--- src/verilog/mbst_consts.vh ---
// Constants for the buffer memory self-test controller.
// Assumes inclusion by bare name from the design files.
`ifndef MBST_CONSTS_VH
`define MBST_CONSTS_VH

// ----------------------------------------
// Control register fields
// ----------------------------------------
`define MBST_CTL_START_BIT 0
`define MBST_CTL_TME_BIT 1
`define MBST_CTL_SEL_LSB 2
`define MBST_CTL_SEL_MSB 3
`define MBST_CTL_SWAP_BIT 4
`define MBST_CTL_PSV_LSB 5
`define MBST_CTL_PSV_MSB 7
`define MBST_CTL_RESET 8'h00
`define MBST_SEED_RESET 8'h00
`define MBST_CSUM_RESET 16'h0000

// ----------------------------------------
// Test selections
// ----------------------------------------
`define MBST_SEL_RANDOM 2'h0
`define MBST_SEL_ADDRESS 2'h1
`define MBST_SEL_SHIFT 2'h2
`define MBST_SEL_RACE 2'h3

// ----------------------------------------
// Buffer geometry and LFSR
// ----------------------------------------
`define MBST_ADDR_W 13
`define MBST_LAST_ADDR 13'h1FFF
`define MBST_LFSR_TAPS 8'hB8

`endif

--- src/verilog/mbst_ctrl.v ---
// Buffer memory self-test controller: registers, fill engine, port swap.
// Assumes the copy engine, its checksum and the memory live outside.
// Operation
// - Fill whole 8-Kbyte buffer, load checksum at end
// - Selection field picks one of four patterns
// - Swap bit exchanges memory ports of engines
// - Start bit runs test, self-clears when done
// - Clearing start, copy start, enable aborts
// - Copy read-back paced one byte per cycle
// - One byte written per clock cycle
// - Seed used directly or as LFSR seed
// - Random fill from LFSR, seed register updated
// - Race mode starts copy engine automatically
// - Address fill writes address low byte
// - Pattern shift rotates seed left each location
`timescale 1ns/10ps
`include "mbst_consts.vh"

module mbst_ctrl (
   // Clock and reset
   input wire clk_sys,
   input wire srst,
   // Register writes
   input wire ctl_wr,
   input wire [7:0] ctl_wdata,
   input wire seed_wr,
   input wire [7:0] seed_wdata,
   // Register reads
   output wire [7:0] self_test_control,
   output wire [7:0] fill_seed,
   output wire [7:0] fill_checksum_high,
   output wire [7:0] fill_checksum_low,
   // Copy engine handshake
   input wire copy_engine_start,
   output wire copy_start_set,
   // Memory port A (self-test writer unless swapped)
   output wire porta_we,
   output wire [12:0] porta_addr,
   output wire [7:0] porta_wdata,
   // Memory port B (copy reader unless swapped)
   output wire portb_we,
   output wire [12:0] portb_addr,
   output wire [7:0] portb_wdata,
   // Copy reader request, routed to its port
   input wire copy_rd_en,
   input wire [12:0] copy_rd_addr,
   output wire copy_rd_pace
);

   localparam ST_IDLE = 1'b0;
   localparam ST_FILL = 1'b1;

   reg [7:0] ctl_r;
   reg [7:0] seed_r;
   reg [7:0] seed_nxt;
   reg [15:0] csum_r;
   reg state_r;
   reg [12:0] addr_r;
   reg race_r;
   wire [15:0] sum_run;
   wire [15:0] sum_fin;
   wire [1:0] sel;
   wire [2:0] psv;
   wire swap;
   wire wr_en;
   reg [7:0] wr_dat;
   wire start_req;
   wire abort;
   wire last;

   function [7:0] rotl8;
      input [7:0] v;
      input [2:0] n;
      reg [15:0] d;
      begin
         d = {v, v} << n;
         rotl8 = d[15:8];
      end
   endfunction

   function [7:0] lfsr8;
      input [7:0] v;
      begin
         lfsr8 = {v[6:0], ^(v & `MBST_LFSR_TAPS)};
      end
   endfunction

   assign sel = ctl_r[`MBST_CTL_SEL_MSB:`MBST_CTL_SEL_LSB];
   assign psv = ctl_r[`MBST_CTL_PSV_MSB:`MBST_CTL_PSV_LSB];
   assign swap = ctl_r[`MBST_CTL_SWAP_BIT];
   assign wr_en = (state_r == ST_FILL);
   assign last = (addr_r == `MBST_LAST_ADDR);
   assign start_req = ctl_wr && ctl_wdata[`MBST_CTL_START_BIT] && (state_r == ST_IDLE);
   assign abort = ctl_wr && !ctl_wdata[`MBST_CTL_START_BIT]
      && !ctl_wdata[`MBST_CTL_TME_BIT] && !copy_engine_start;

   // ----------------------------------------
   // Pattern source
   // ----------------------------------------
   always @* begin
      seed_nxt = seed_r;
      case (sel)
         `MBST_SEL_ADDRESS: begin
            wr_dat = addr_r[7:0];
         end
         `MBST_SEL_SHIFT: begin
            wr_dat = seed_r;
            seed_nxt = rotl8(seed_r, psv);
         end
         default: begin
            // Random and race; zero seed stays zero
            wr_dat = seed_r;
            seed_nxt = lfsr8(seed_r);
         end
      endcase
   end

   // ----------------------------------------
   // Control and fill engine
   // ----------------------------------------
   always @(posedge clk_sys) begin
      if (srst) begin
         ctl_r <= `MBST_CTL_RESET;
         seed_r <= `MBST_SEED_RESET;
         csum_r <= `MBST_CSUM_RESET;
         state_r <= ST_IDLE;
         addr_r <= 13'h0000;
         race_r <= 1'b0;
      end else begin
         race_r <= 1'b0;
         if (ctl_wr) begin
            ctl_r <= ctl_wdata;
         end
         if (seed_wr && state_r == ST_IDLE) begin
            seed_r <= seed_wdata;
         end
         case (state_r)
            ST_IDLE: begin
               if (start_req) begin
                  state_r <= ST_FILL;
                  addr_r <= 13'h0000;
                  race_r <= (ctl_wdata[`MBST_CTL_SEL_MSB:`MBST_CTL_SEL_LSB]
                     == `MBST_SEL_RACE);
               end
            end
            ST_FILL: begin
               if (abort) begin
                  state_r <= ST_IDLE;
               end else begin
                  addr_r <= addr_r + 13'h0001;
                  seed_r <= seed_nxt;
                  if (last) begin
                     state_r <= ST_IDLE;
                     csum_r <= ~sum_fin;
                     ctl_r[`MBST_CTL_START_BIT] <= 1'b0;
                  end
               end
            end
            default: begin
               state_r <= ST_IDLE;
            end
         endcase
      end
   end

   mbst_csum u_csum (
      .clk_sys(clk_sys),
      .srst(srst),
      .clr(start_req),
      .byte_vld(wr_en),
      .byte_dat(wr_dat),
      .odd_pos(addr_r[0]),
      .sum_r(sum_run)
   );

   // Last byte is odd, so its pair closes here
   assign sum_fin = sum_run + {8'h00, wr_dat} + {15'h0000,
      ((({1'b0, sum_run} + {9'h000, wr_dat}) >> 16) != 17'h00000)};

   // ----------------------------------------
   // Port swap and outputs
   // ----------------------------------------
   assign porta_we = swap ? 1'b0 : wr_en;
   assign porta_addr = swap ? copy_rd_addr : addr_r;
   assign porta_wdata = swap ? 8'h00 : wr_dat;
   assign portb_we = swap ? wr_en : 1'b0;
   assign portb_addr = swap ? addr_r : copy_rd_addr;
   assign portb_wdata = swap ? wr_dat : 8'h00;
   // While a fill runs, reader may take a byte only behind the writer
   assign copy_rd_pace = copy_rd_en && (!wr_en || copy_rd_addr < addr_r);
   assign copy_start_set = race_r;
   assign self_test_control = ctl_r;
   assign fill_seed = seed_r;
   assign fill_checksum_high = csum_r[15:8];
   assign fill_checksum_low = csum_r[7:0];

endmodule // mbst_ctrl

--- src/verilog/mbst_csum.v ---
// One's-complement 16-bit checksum accumulator, big-endian byte pairing.
// Assumes one byte offered per cycle with byte_vld, cleared by clr.
`timescale 1ns/10ps
`include "mbst_consts.vh"

module mbst_csum (
   // Clock and reset
   input wire clk_sys,
   input wire srst,
   // Byte stream
   input wire clr,
   input wire byte_vld,
   input wire [7:0] byte_dat,
   input wire odd_pos,
   // Running sum, not yet complemented
   output reg [15:0] sum_r
);

   function [15:0] oc_add;
      input [15:0] a;
      input [15:0] b;
      reg [16:0] s;
      begin
         s = {1'b0, a} + {1'b0, b};
         oc_add = s[15:0] + {15'h0000, s[16]};
      end
   endfunction

   always @(posedge clk_sys) begin
      if (srst || clr) begin
         sum_r <= `MBST_CSUM_RESET;
      end else if (byte_vld) begin
         // Even address is the high byte of each pair
         sum_r <= oc_add(sum_r, odd_pos ? {8'h00, byte_dat} : {byte_dat, 8'h00});
      end
   end

endmodule // mbst_csum

--- config.mk ---
export PLATFORM = sky130hd
export DESIGN_NAME = mbst_ctrl
export DESIGN_NICKNAME = d
export VERILOG_FILES = /design/src/verilog/mbst_ctrl.v /design/src/verilog/mbst_csum.v
export VERILOG_INCLUDE_DIRS = /design/src /design/src/verilog
export SDC_FILE = /design/constraint.sdc
export NUM_CORES = 1
export LEC_CHECK = 0
export BUFFER_PORTS_ARGS = -buffer_cell sky130_fd_sc_hd__buf_4
export CAP_MARGIN = 20
export CORE_MARGIN = 2
export CORE_UTILIZATION = 50
export CTS_CLUSTER_DIAMETER = 200
export DETAILED_ROUTE_END_ITERATION = 10
export PLACE_DENSITY = 0.76
export SETUP_SLACK_MARGIN = 0.5
export SKIP_LAST_GASP = 1
export SYNTH_ARGS = -nofsm -noshare
export SYNTH_HDL_FRONTEND = slang
export SYNTH_HIERARCHICAL = 1
export SYNTH_SLANG_ARGS = --single-unit
--- constraint.sdc ---
create_clock -name clk_sys -period 8.91 [get_ports clk_sys]
set_input_delay 0 -clock clk_sys [delete_from_list [all_inputs] [get_ports clk_sys]]
set_output_delay 0 -clock clk_sys [all_outputs]
set_load 0.05 [all_outputs]
==> impl_metrics.json, run 1 <==
{
  "arrival_ps": 6860,
  "io_pins": 113,
  "numCtsBuffers": 9,
  "fin_crit_ps": 6620,
  "synth_compound_area_frac": 0.208,
  "routabilityCongestion": 0.932,
  "num-nets-final": 881,
  "syn_to_final_growth_pct": 21.3,
  "power.net_switching_uw": 322,
  "reg2reg_depth": 21,
  "synth_top_area_share": 0.220,
  "p_leak_uw": 0.00301,
  "min_path_cells": 3,
  "gr-usage-all-layers": 0.269,
  "drtIter0Drc": 498,
  "synthAdderAreaFrac": 0.0958,
  "initial_core_util": 0.508,
  "synthMuxAreaShare": 0.102,
  "clockBufferDepth": 2,
  "endpoint_kind": "flop",
  "post_drt_wl_per_cell_um": 18.0,
  "num_rows": 39,
  "power_uw": 945,
  "diodes": 0,
  "syn_area_um2": 5720,
  "cts.clk_slew.worst_paths_ps": 60,
  "max-cap-violations": 0,
  "cts_resized": 0,
  "wl_um": 17100,
  "async_flop_share": 0,
  "fin_ws_ps": 2290,
  "skew_ps": 7.77,
  "dieArea_um2": 12300,
  "vias": 5855,
  "ys_seq_elements": 63,
  "grt_max_degree": 59,
  "antenna_left": 0,
  "fin_tns_setup_ps": 0,
  "tightest_slew_ps": 1000,
  "synth-seq-area-share": 0.220,
  "first_pass_iters": 5,
  "hpwl_um": 12800,
  "sequentialPowerShare": 0.339,
  "setup_violations": 0,
  "yosysTopAreaCell": "dfxtp_1",
  "viasPerCell": 6.16,
  "status": "completed",
  "cts.sinks": 63,
  "syn_nets": 789,
  "switching_share": 0.341,
  "finalHoldViolCount": 0,
  "p_clk_frac": 0.379,
  "rsz0062_at_grt": "false",
  "postCtsSetupBuffers": 0,
  "drc": 0,
  "fin_crit_sh": 0.743,
  "synth_edf_count": 0,
  "ys_types": 76,
  "hold_path_class": "input pin to flop",
  "yosys.area_share.simple": 0.266,
  "cts_tree": "done",
  "cts-root-buf": "clkbuf_16",
  "clk_latency_ps": 340,
  "grt_pass1_wl_um": 27300,
  "power.density_nw_per_um2": 136,
  "dieWidth_um": 111,
  "final_layout_size_suffix_gt1_frac": 0.217,
  "yosys-top-cells-area": "dfxtp_1 (22%), ha_1 (8.5%), nor2_1 (5.3%)",
  "gr-total-overflow": 0,
  "antenna_found_initial": 0,
  "relSlewSlack": 0.324,
  "syn_area_per_cell_um2": 8.04,
  "crit_type": "flop to flop",
  "h-tree-depth": 3,
  "synth_top_family_by_area": "simple AND/OR/NAND/NOR gates",
  "synth_xor_area_frac": 0.0549,
  "fmax_mhz": 151,
  "portBuffers": 112,
  "p_int_uw": 622,
  "synthCells": 712,
  "final_max_slew_viol_count": 0,
  "slowest_delay_ps": 720,
  "critPathSlowestCell": "dfxtp_1",
  "yosys_warnings": 6,
  "combinationalPowerShare": 0.282,
  "critPathLaunchType": "flop",
  "grt_pass1_vias": 5621,
  "pre_cts_ws_ps": 2550,
  "ir_drop_uv": 95.2,
  "path_cells": "inv_1, nand2_1, mux2i_1, inv_1, and2_1, ha_1, fa_1, a21o_1, a311o_1, a2111oi_0, o31ai_1, a21o_1, a21o_1, ha_1, ha_1, nor4b_1, nor4b_2, nor4b_2, and4bb_1, a31o_1, a311oi_1",
  "ys.flop_type": "dfxtp_1",
  "core_area_um2": 11300,
  "die_h_um": 111,
  "cp.required_ps": 9150,
  "crit_fanout": 20
}
flip-flops by register name, summed over array words and instances, names as in the netlist:
register,flops
state_r,1
u_csum/sum_r,16
copy_start_set,1
fill_seed,8
csum_r,16
self_test_control,8
addr_r,13
power by group through the flow:
| stage | clock (µW) | combinational, µW | sequential, µW |
|---|---|---|---|
| floorplan | 0 | 181 | 327 |
| global placement | 0 | 252 | 324 |
| detailed placement | 0 | 258 | 325 |
| CTS | 359 | 263 | 319 |
| global route | 374 | 283 | 322 |
| finish | 358 | 266 | 320 |
worst max-delay path: cells and delay by family, from the launching register on:
kind,cells,cell delay (ps)
muxes,1,500
DFF,1,720
adders and majority gates,4,1130
buffers and inverters,2,370
AOI/OAI and AO/OA,8,2300
and+or+nand+nor,6,1530
worst paths after layout:
path	start	end	slack (ps)
max	self_test_control[3]$_SDFFE_PP0P_	u_csum/sum_r[14]$_SDFFE_PP0P_	2290
min	ctl_wdata[0]	copy_start_set$_SDFF_PP0_	40
max reg2reg	self_test_control[3]$_SDFFE_PP0P_	u_csum/sum_r[14]$_SDFFE_PP0P_	2290
min reg2reg	csum_r[0]$_SDFFE_PP0P_	csum_r[0]$_SDFFE_PP0P_	450
through the flow:
stage / cell area, µm² / utilization / instances / hold slack (ps)
floorplan: 5720 / - / 712 / 119
global placement: 6560 / 0.582 / 928 / 239
detailed placement: 6560 / 0.582 / 928 / 250
CTS: 6940 / 0.616 / 951 / 34.2
global route: 6940 / 0.616 / 951 / 69.9
finish: 6940 / 0.616 / 951 / 42.5
cells in the mapped netlist, types with 4 or more instances:
master and number:
o22ai_1 5, a21o_1 16, clkbuf_1 28, nor3_1 15, mux2i_1 20, a21oi_1 42
buf_2 8, nand2_1 52, nor2_1 81, a311oi_1 4, o21a_1 8, xor2_1 10
mux4_2 8, xnor2_1 24, buf_6 4, a31oi_1 7, or3_1 9, nand2b_1 5
dfxtp_1 63, o31ai_1 4, and2_1 14, a211o_1 4, nor4_1 4, nand3b_1 6
or4_1 6, mux2_2 18, nand3_1 17, nand4_1 9, a211oi_1 17, inv_1 28
o21ai_0 27, and3_1 15, ha_1 39, or2_2 4, nor2b_1 27
cell families (layout without fill, tap and decap cells):
family                   Yosys count  count (layout)
multiplexers                      46              46
flip-flops                        63              63
AO/OA/AOI/OAI                    173             173
adder cells (fa/ha/maj)           42              42
XOR/XNOR                          35              35
AND/OR/NAND/NOR                  284             284
buffers and inverters             69             165
per-layer routing:
metal  track usage  wire (µm)  up-vias
met5             0          0        -
met4         0.113        402        0
met3        0.0481       1290       33
met2         0.464       8410      278
met1         0.329       6990     2758
li1              -          -     2786
layout make-up:
class | count | area [µm²]
Fill cell | 962 | 4330
Multi-Input combinational cell | 580 | 4160
Sequential cell | 63 | 1260
Timing Repair Buffer | 122 | 936
Clock buffer | 12 | 256
Tap cell | 143 | 179
Inverter | 28 | 105
Clock inverter | 3 | 42.5
placed cells by master (no fill, tap or decap), types with 16 or more instances in the layout:
master    Yosys  final
ha_1         39     39
nand2_1      52     52
dfxtp_1      63     62
nor2b_1      27     27
xnor2_1      24     24
a21oi_1      42     42
a211oi_1     17     17
inv_1        28     28
buf_4         0    114
o21ai_0      27     27
mux2i_1      20     20
a21o_1       16     16
nor2_1       81     81
nand3_1      17     17
mux2_2       18     18
repair_timing:
action | in CTS | in global routing
endpoints found under the hold margin | 8 | 0
endpoints found under the setup margin | 0 | 0
hold buffers | 8 | 0
No activity file was read; power rests on OpenSTA's default activity.
==> run 2, diff against run 1 <==
clock period = 6.1 ns   (was 8.91 ns; I/O delays follow)
==> impl_metrics.json, run 2 (synthesized netlist as in run 1, its figures left out) <==
{
  "gr-usage-all-layers": 0.274,
  "drc": 0,
  "fin_crit_sh": 0.861,
  "portBuffers": 112,
  "antenna_left": 0,
  "combinationalPowerShare": 0.281,
  "final_common_cell": "buf_4",
  "sequentialPowerShare": 0.329,
  "post_drt_wl_per_cell_um": 17.9,
  "fill_cells": 934,
  "critPathBufInv": 4,
  "dieArea_um2": 12300,
  "io_pins": 113,
  "seqCellArea_um2": 1270,
  "mostFrequentLayoutCells": "buf_4 (121), nor2_1 (81), dfxtp_1 (60)",
  "critPathTopFamily": "simple AND/OR/NAND/NOR gates",
  "grt_pass1_wl_um": 27600,
  "hold_path_class": "input pin to flop",
  "final_area_um2": 7100,
  "drtIter0Drc": 538,
  "reg2reg_depth": 24,
  "worstHoldStart": "seed_wdata[0]",
  "h-tree-depth": 3,
  "fin_util": 0.630,
  "hpwl_um": 13000,
  "use_met3": 0.0651,
  "num_rows": 39,
  "initial_core_util": 0.508,
  "power_uw": 1420,
  "core_area_um2": 11300,
  "hold_ws_ps": 23.2,
  "p_int_uw": 943,
  "critPathLaunchType": "flop",
  "crit_fanout": 15,
  "grt.met2_usage": 0.467,
  "vias": 5883,
  "arrival_ps": 5460,
  "final_max_slew_viol_count": 0,
  "fin_crit_ps": 5250,
  "hold_end": "fill_seed[0]$_SDFFE_PP0P_",
  "syn_to_final_growth_pct": 24.1,
  "cts_tree": "done",
  "routabilityCongestion": 0.932,
  "slowest_delay_ps": 420,
  "fmax_mhz": 190,
  "grt_max_degree": 59,
  "fin_tns_setup_ps": 0,
  "clk_latency_ps": 340,
  "post_dp_cell_area_um2": 6600,
  "reg_top3": "csum_r x16, u_csum/sum_r x16, addr_r x13",
  "final_layout_size_suffix_gt1_frac": 0.241,
  "dieWidth_um": 111,
  "viasPerCell": 6.13,
  "numCtsBuffers": 9,
  "rsz0062_at_grt": "false",
  "switching_share": 0.334,
  "setup_violations": 0,
  "endpoint_kind": "flop",
  "relSlewSlack": 0.376,
  "max-cap-violations": 0,
  "skew_ps": 7.77,
  "cts.sinks": 63,
  "finalHoldViolCount": 0,
  "tightest_slew_ps": 937,
  "met1_usage": 0.330,
  "min_path_cells": 3,
  "antenna_found_initial": 0,
  "grt_pass1_vias": 5558,
  "status": "completed",
  "cp.required_ps": 6310,
  "diodes": 0,
  "power.net_switching_uw": 473,
  "critPathSlowestCell": "dfxtp_4",
  "ir_drop_uv": 132,
  "die_h_um": 111,
  "regToRegSetupSlack_ps": 850,
  "multi_input_area_um2": 4230,
  "r2r_end": "u_csum/sum_r[15]$_SDFFE_PP0P_",
  "gr-total-overflow": 0,
  "cts-root-buf": "clkbuf_16",
  "first_pass_iters": 5,
  "path_cells": "inv_1, nand2_1, buf_6, nor2_1, a21oi_2, inv_1, and2_1, ha_2, and3_1, o211a_1, a2111oi_2, o31ai_2, a21o_1, a21o_1, ha_1, nand3_1, or4_1, a211o_1, nor4_4, nand3_2, nor4b_4, buf_4, o2111a_1, nor4_2",
  "cp_num_cells": 24,
  "crit_type": "flop to flop",
  "power.density_nw_per_um2": 200,
  "wl_um": 17200,
  "num-nets-final": 890,
  "cts.clk_slew.worst_paths_ps": 50,
  "clockBufferDepth": 2,
  "rr_startpoint": "self_test_control[3]$_SDFFE_PP0P_",
  "p_clk_frac": 0.390,
  "grt-busiest-layer": "met2",
  "p_leak_uw": 0.00307
}
run 2: worst max path at each step:
stage                                            startpoint                            end  slack [ps]
after global placement    self_test_control[2]$_SDFFE_PP0P_  u_csum/sum_r[14]$_SDFFE_PP0P_         700
after CTS                 self_test_control[3]$_SDFFE_PP0P_  u_csum/sum_r[15]$_SDFFE_PP0P_         490
after detailed placement  self_test_control[3]$_SDFFE_PP0P_  u_csum/sum_r[15]$_SDFFE_PP0P_         380
after floorplan           self_test_control[3]$_SDFFE_PP0P_  u_csum/sum_r[14]$_SDFFE_PP0P_         580
after global routing      self_test_control[3]$_SDFFE_PP0P_  u_csum/sum_r[13]$_SDFFE_PP0P_         500
final                     self_test_control[3]$_SDFFE_PP0P_  u_csum/sum_r[15]$_SDFFE_PP0P_         850
run 2: metrics by stage:
step | worst slack, ps | instances
2_1_floorplan | 584 | 712
3_3_place_gp | 705 | 932
3_5_place_dp | 384 | 932
4_1_cts | 492 | 956
5_1_grt | 500 | 960
6_report | 848 | 960
run 2: power groups by stage:
| stage | sequential, µW | combinational [µW] | clock, µW |
|---|---|---|---|
| 4_1_cts | 464 | 389 | 558 |
| 5_1_grt | 469 | 425 | 570 |
| 2_1_floorplan | 477 | 264 | 0 |
| 3_3_place_gp | 471 | 376 | 0 |
| 3_5_place_dp | 473 | 382 | 0 |
| 6_report | 466 | 399 | 552 |
run 2: area by class of cell:
cell class,instances,area share
multi-input cells,580,0.596
flip-flops and latches,63,0.178
repair buffers,131,0.142
clock buffers,11,0.0342
well taps,143,0.0252
inverters,28,0.0148
clock inverters,4,0.00987
run 2: what timing repair did:
action | in CTS | in global routing
pin swaps | 1 | 4
setup endpoints to repair | 5 | 8
resized for setup | 1 | 17
hold buffers | 8 | 0
endpoints found under the hold margin | 8 | 0
setup buffers | 1 | 4
run 2: worst register-to-register path: stages, from the launching register on:
cell,delay (ps)
dfxtp_4,420
inv_1,110
nand2_1,160
buf_6,200
nor2_1,80
a21oi_2,190
inv_1,130
and2_1,190
ha_2,390
and3_1,210
o211a_1,200
a2111oi_2,90
o31ai_2,300
a21o_1,150
a21o_1,130
ha_1,190
nand3_1,80
or4_1,410
a211o_1,360
nor4_4,270
nand3_2,150
nor4b_4,300
buf_4,160
o2111a_1,190
nor4_2,50
run 2: metal layers:
metal	wire [µm]	vias to the layer above	share of wire
met1	7200	2768	0.42
met3	1280	43	0.074
met4	478	0	0.028
met2	8270	267	0.48
li1	-	2805	-
met5	0	-	0
==> run 3, diff against run 2 <==
CTS_BUF_LIST = sky130_fd_sc_hd__clkbuf_4 sky130_fd_sc_hd__clkbuf_8 sky130_fd_sc_hd__clkbuf_16   (was default)
==> impl_metrics.json, run 3 (synthesized netlist as in run 1, its figures left out) <==
{
  "min_path_cells": 3,
  "slowest_delay_ps": 420,
  "finalHoldViolCount": 0,
  "num-nets-final": 890,
  "arrival_ps": 5440,
  "critPathLaunchType": "flop",
  "fmax_mhz": 191,
  "final_area_um2": 7110,
  "portBuffers": 112,
  "final_layout_size_suffix_gt1_frac": 0.242,
  "final_common_cell": "buf_4",
  "mostFrequentLayoutCells": "buf_4 (121), nor2_1 (81), dfxtp_1 (60)",
  "hold_path_class": "input pin to flop",
  "dieWidth_um": 111,
  "io_pins": 113,
  "reg2reg_depth": 24,
  "drt-met1-wl_um": 7080,
  "grt_max_degree": 59,
  "syn_to_final_growth_pct": 24.2,
  "worstHoldStart": "seed_wdata[0]",
  "antenna_left": 0,
  "clk_latency_ps": 340,
  "fin_tns_setup_ps": 0,
  "path_cells": "inv_1, nand2_1, buf_6, nor2_1, a21oi_2, inv_1, and2_1, ha_2, and3_1, o211a_1, a2111oi_2, o31ai_2, a21o_1, a21o_1, ha_1, nand3_1, or4_1, a211o_1, nor4_4, nand3_2, nor4b_4, buf_4, o2111a_1, nor4_2",
  "fin_crit_sh": 0.858,
  "dp.cells": 932,
  "route.met2.wl_um": 8300,
  "core_area_um2": 11300,
  "dieArea_um2": 12300,
  "antenna_found_initial": 0,
  "status": "completed",
  "p_leak_uw": 0.00307,
  "tightest_slew_ps": 943,
  "gr-usage-all-layers": 0.274,
  "max-cap-violations": 0,
  "r2r_end": "u_csum/sum_r[15]$_SDFFE_PP0P_",
  "gr-total-overflow": 0,
  "diodes": 0,
  "ir_drop_uv": 133,
  "layoutNonFillerInstCount": 960,
  "post_dp_cell_area_um2": 6600,
  "rsz0062_at_grt": "false",
  "route.met3.wl_um": 1320,
  "hold_end": "fill_seed[0]$_SDFFE_PP0P_",
  "final_max_slew_viol_count": 0,
  "h-tree-depth": 3,
  "num_rows": 39,
  "grt_pass1_vias": 5557,
  "first_pass_iters": 5,
  "power.density_nw_per_um2": 200,
  "die_h_um": 111,
  "hpwl_um": 13000,
  "cp.required_ps": 6310,
  "post_drt_wl_per_cell_um": 17.9,
  "wl_um": 17200,
  "numCtsBuffers": 9,
  "grt_pass1_wl_um": 27600,
  "regToRegSetupSlack_ps": 870,
  "fin_util": 0.630,
  "cts-root-buf": "clkbuf_16",
  "viasPerCell": 6.12,
  "cts_tree": "done",
  "setup_violations": 0,
  "drtIter0Drc": 579,
  "cts.clk_slew.worst_paths_ps": 50,
  "critPathSlowestCell": "dfxtp_4",
  "skew_ps": 9.05,
  "vias": 5873,
  "reg_top3": "csum_r x16, u_csum/sum_r x16, addr_r x13",
  "rr_startpoint": "self_test_control[3]$_SDFFE_PP0P_",
  "cts.sinks": 63,
  "relSlewSlack": 0.372,
  "crit_fanout": 15,
  "routabilityCongestion": 0.932,
  "initial_core_util": 0.508,
  "crit_type": "flop to flop",
  "fin_crit_ps": 5230,
  "clockBufferDepth": 2,
  "drc": 0,
  "routed.top_layer": "met4",
  "endpoint_kind": "flop"
}
-- run 3: cell counts in the layout (fill, tap and decap cells not counted) --
No cell type changed its count.
-- run 3: what timing repair did --
item,in CTS,in global routing
hold buffers,8,0
buffers inserted,1,4
hold endpoints to repair,8,0
resized for setup,1,17
setup endpoints to repair,5,8
pin swaps,1,4
-- run 3: layout make-up --
cell class	instances	area [µm²]
tap	143	179
multi-input combinational	580	4230
clock inverter	4	70.1
timing repair buffer	131	1010
clock buffer	11	246
inverter	28	105
sequential	63	1270
fill	933	4170
-- run 3: critical path, delay by kind of cell, from the launching register on --
kind                       cells  cell delay, ps
AOI/OAI and AO/OA              8            1590
DFF                            1             420
buffers and inverters          4             600
and+or+nand+nor               10            1900
adders and majority gates      2             580
-- run 3: how the worst max path moves through the flow --
| stage | startpoint | to | slack (ps) |
|---|---|---|---|
| 2_1_floorplan | self_test_control[3]$_SDFFE_PP0P_ | u_csum/sum_r[14]$_SDFFE_PP0P_ | 580 |
| 3_3_place_gp | self_test_control[2]$_SDFFE_PP0P_ | u_csum/sum_r[14]$_SDFFE_PP0P_ | 700 |
| 3_5_place_dp | self_test_control[3]$_SDFFE_PP0P_ | u_csum/sum_r[15]$_SDFFE_PP0P_ | 380 |
| 4_1_cts | self_test_control[3]$_SDFFE_PP0P_ | u_csum/sum_r[15]$_SDFFE_PP0P_ | 490 |
| 5_1_grt | self_test_control[3]$_SDFFE_PP0P_ | u_csum/sum_r[13]$_SDFFE_PP0P_ | 500 |
| 6_report | self_test_control[3]$_SDFFE_PP0P_ | u_csum/sum_r[15]$_SDFFE_PP0P_ | 870 |
-- run 3: routing by layer --
metal,up-vias,global-route usage
met5,-,0
met4,0,0.113
met3,45,0.0651
met2,277,0.467
met1,2750,0.330
li1,2801,-
-- run 3: report_power, final --
group          leakage, µW  switching [µW]  total (µW)  internal (µW)
combinational      0.00240             246         398            152
clock             0.000159             187         557            369
sequential        0.000513            39.9         466            426
-- run 3: stage by stage --
stage / setup WS (ps) / power (µW) / hold WS, ps
after floorplan: 584 / 742 / 119
after global routing: 500 / 1470 / 29.2
after CTS: 492 / 1420 / 11.9
final: 867 / 1420 / 23.8
after global placement: 705 / 847 / 240
after detailed placement: 384 / 855 / 249
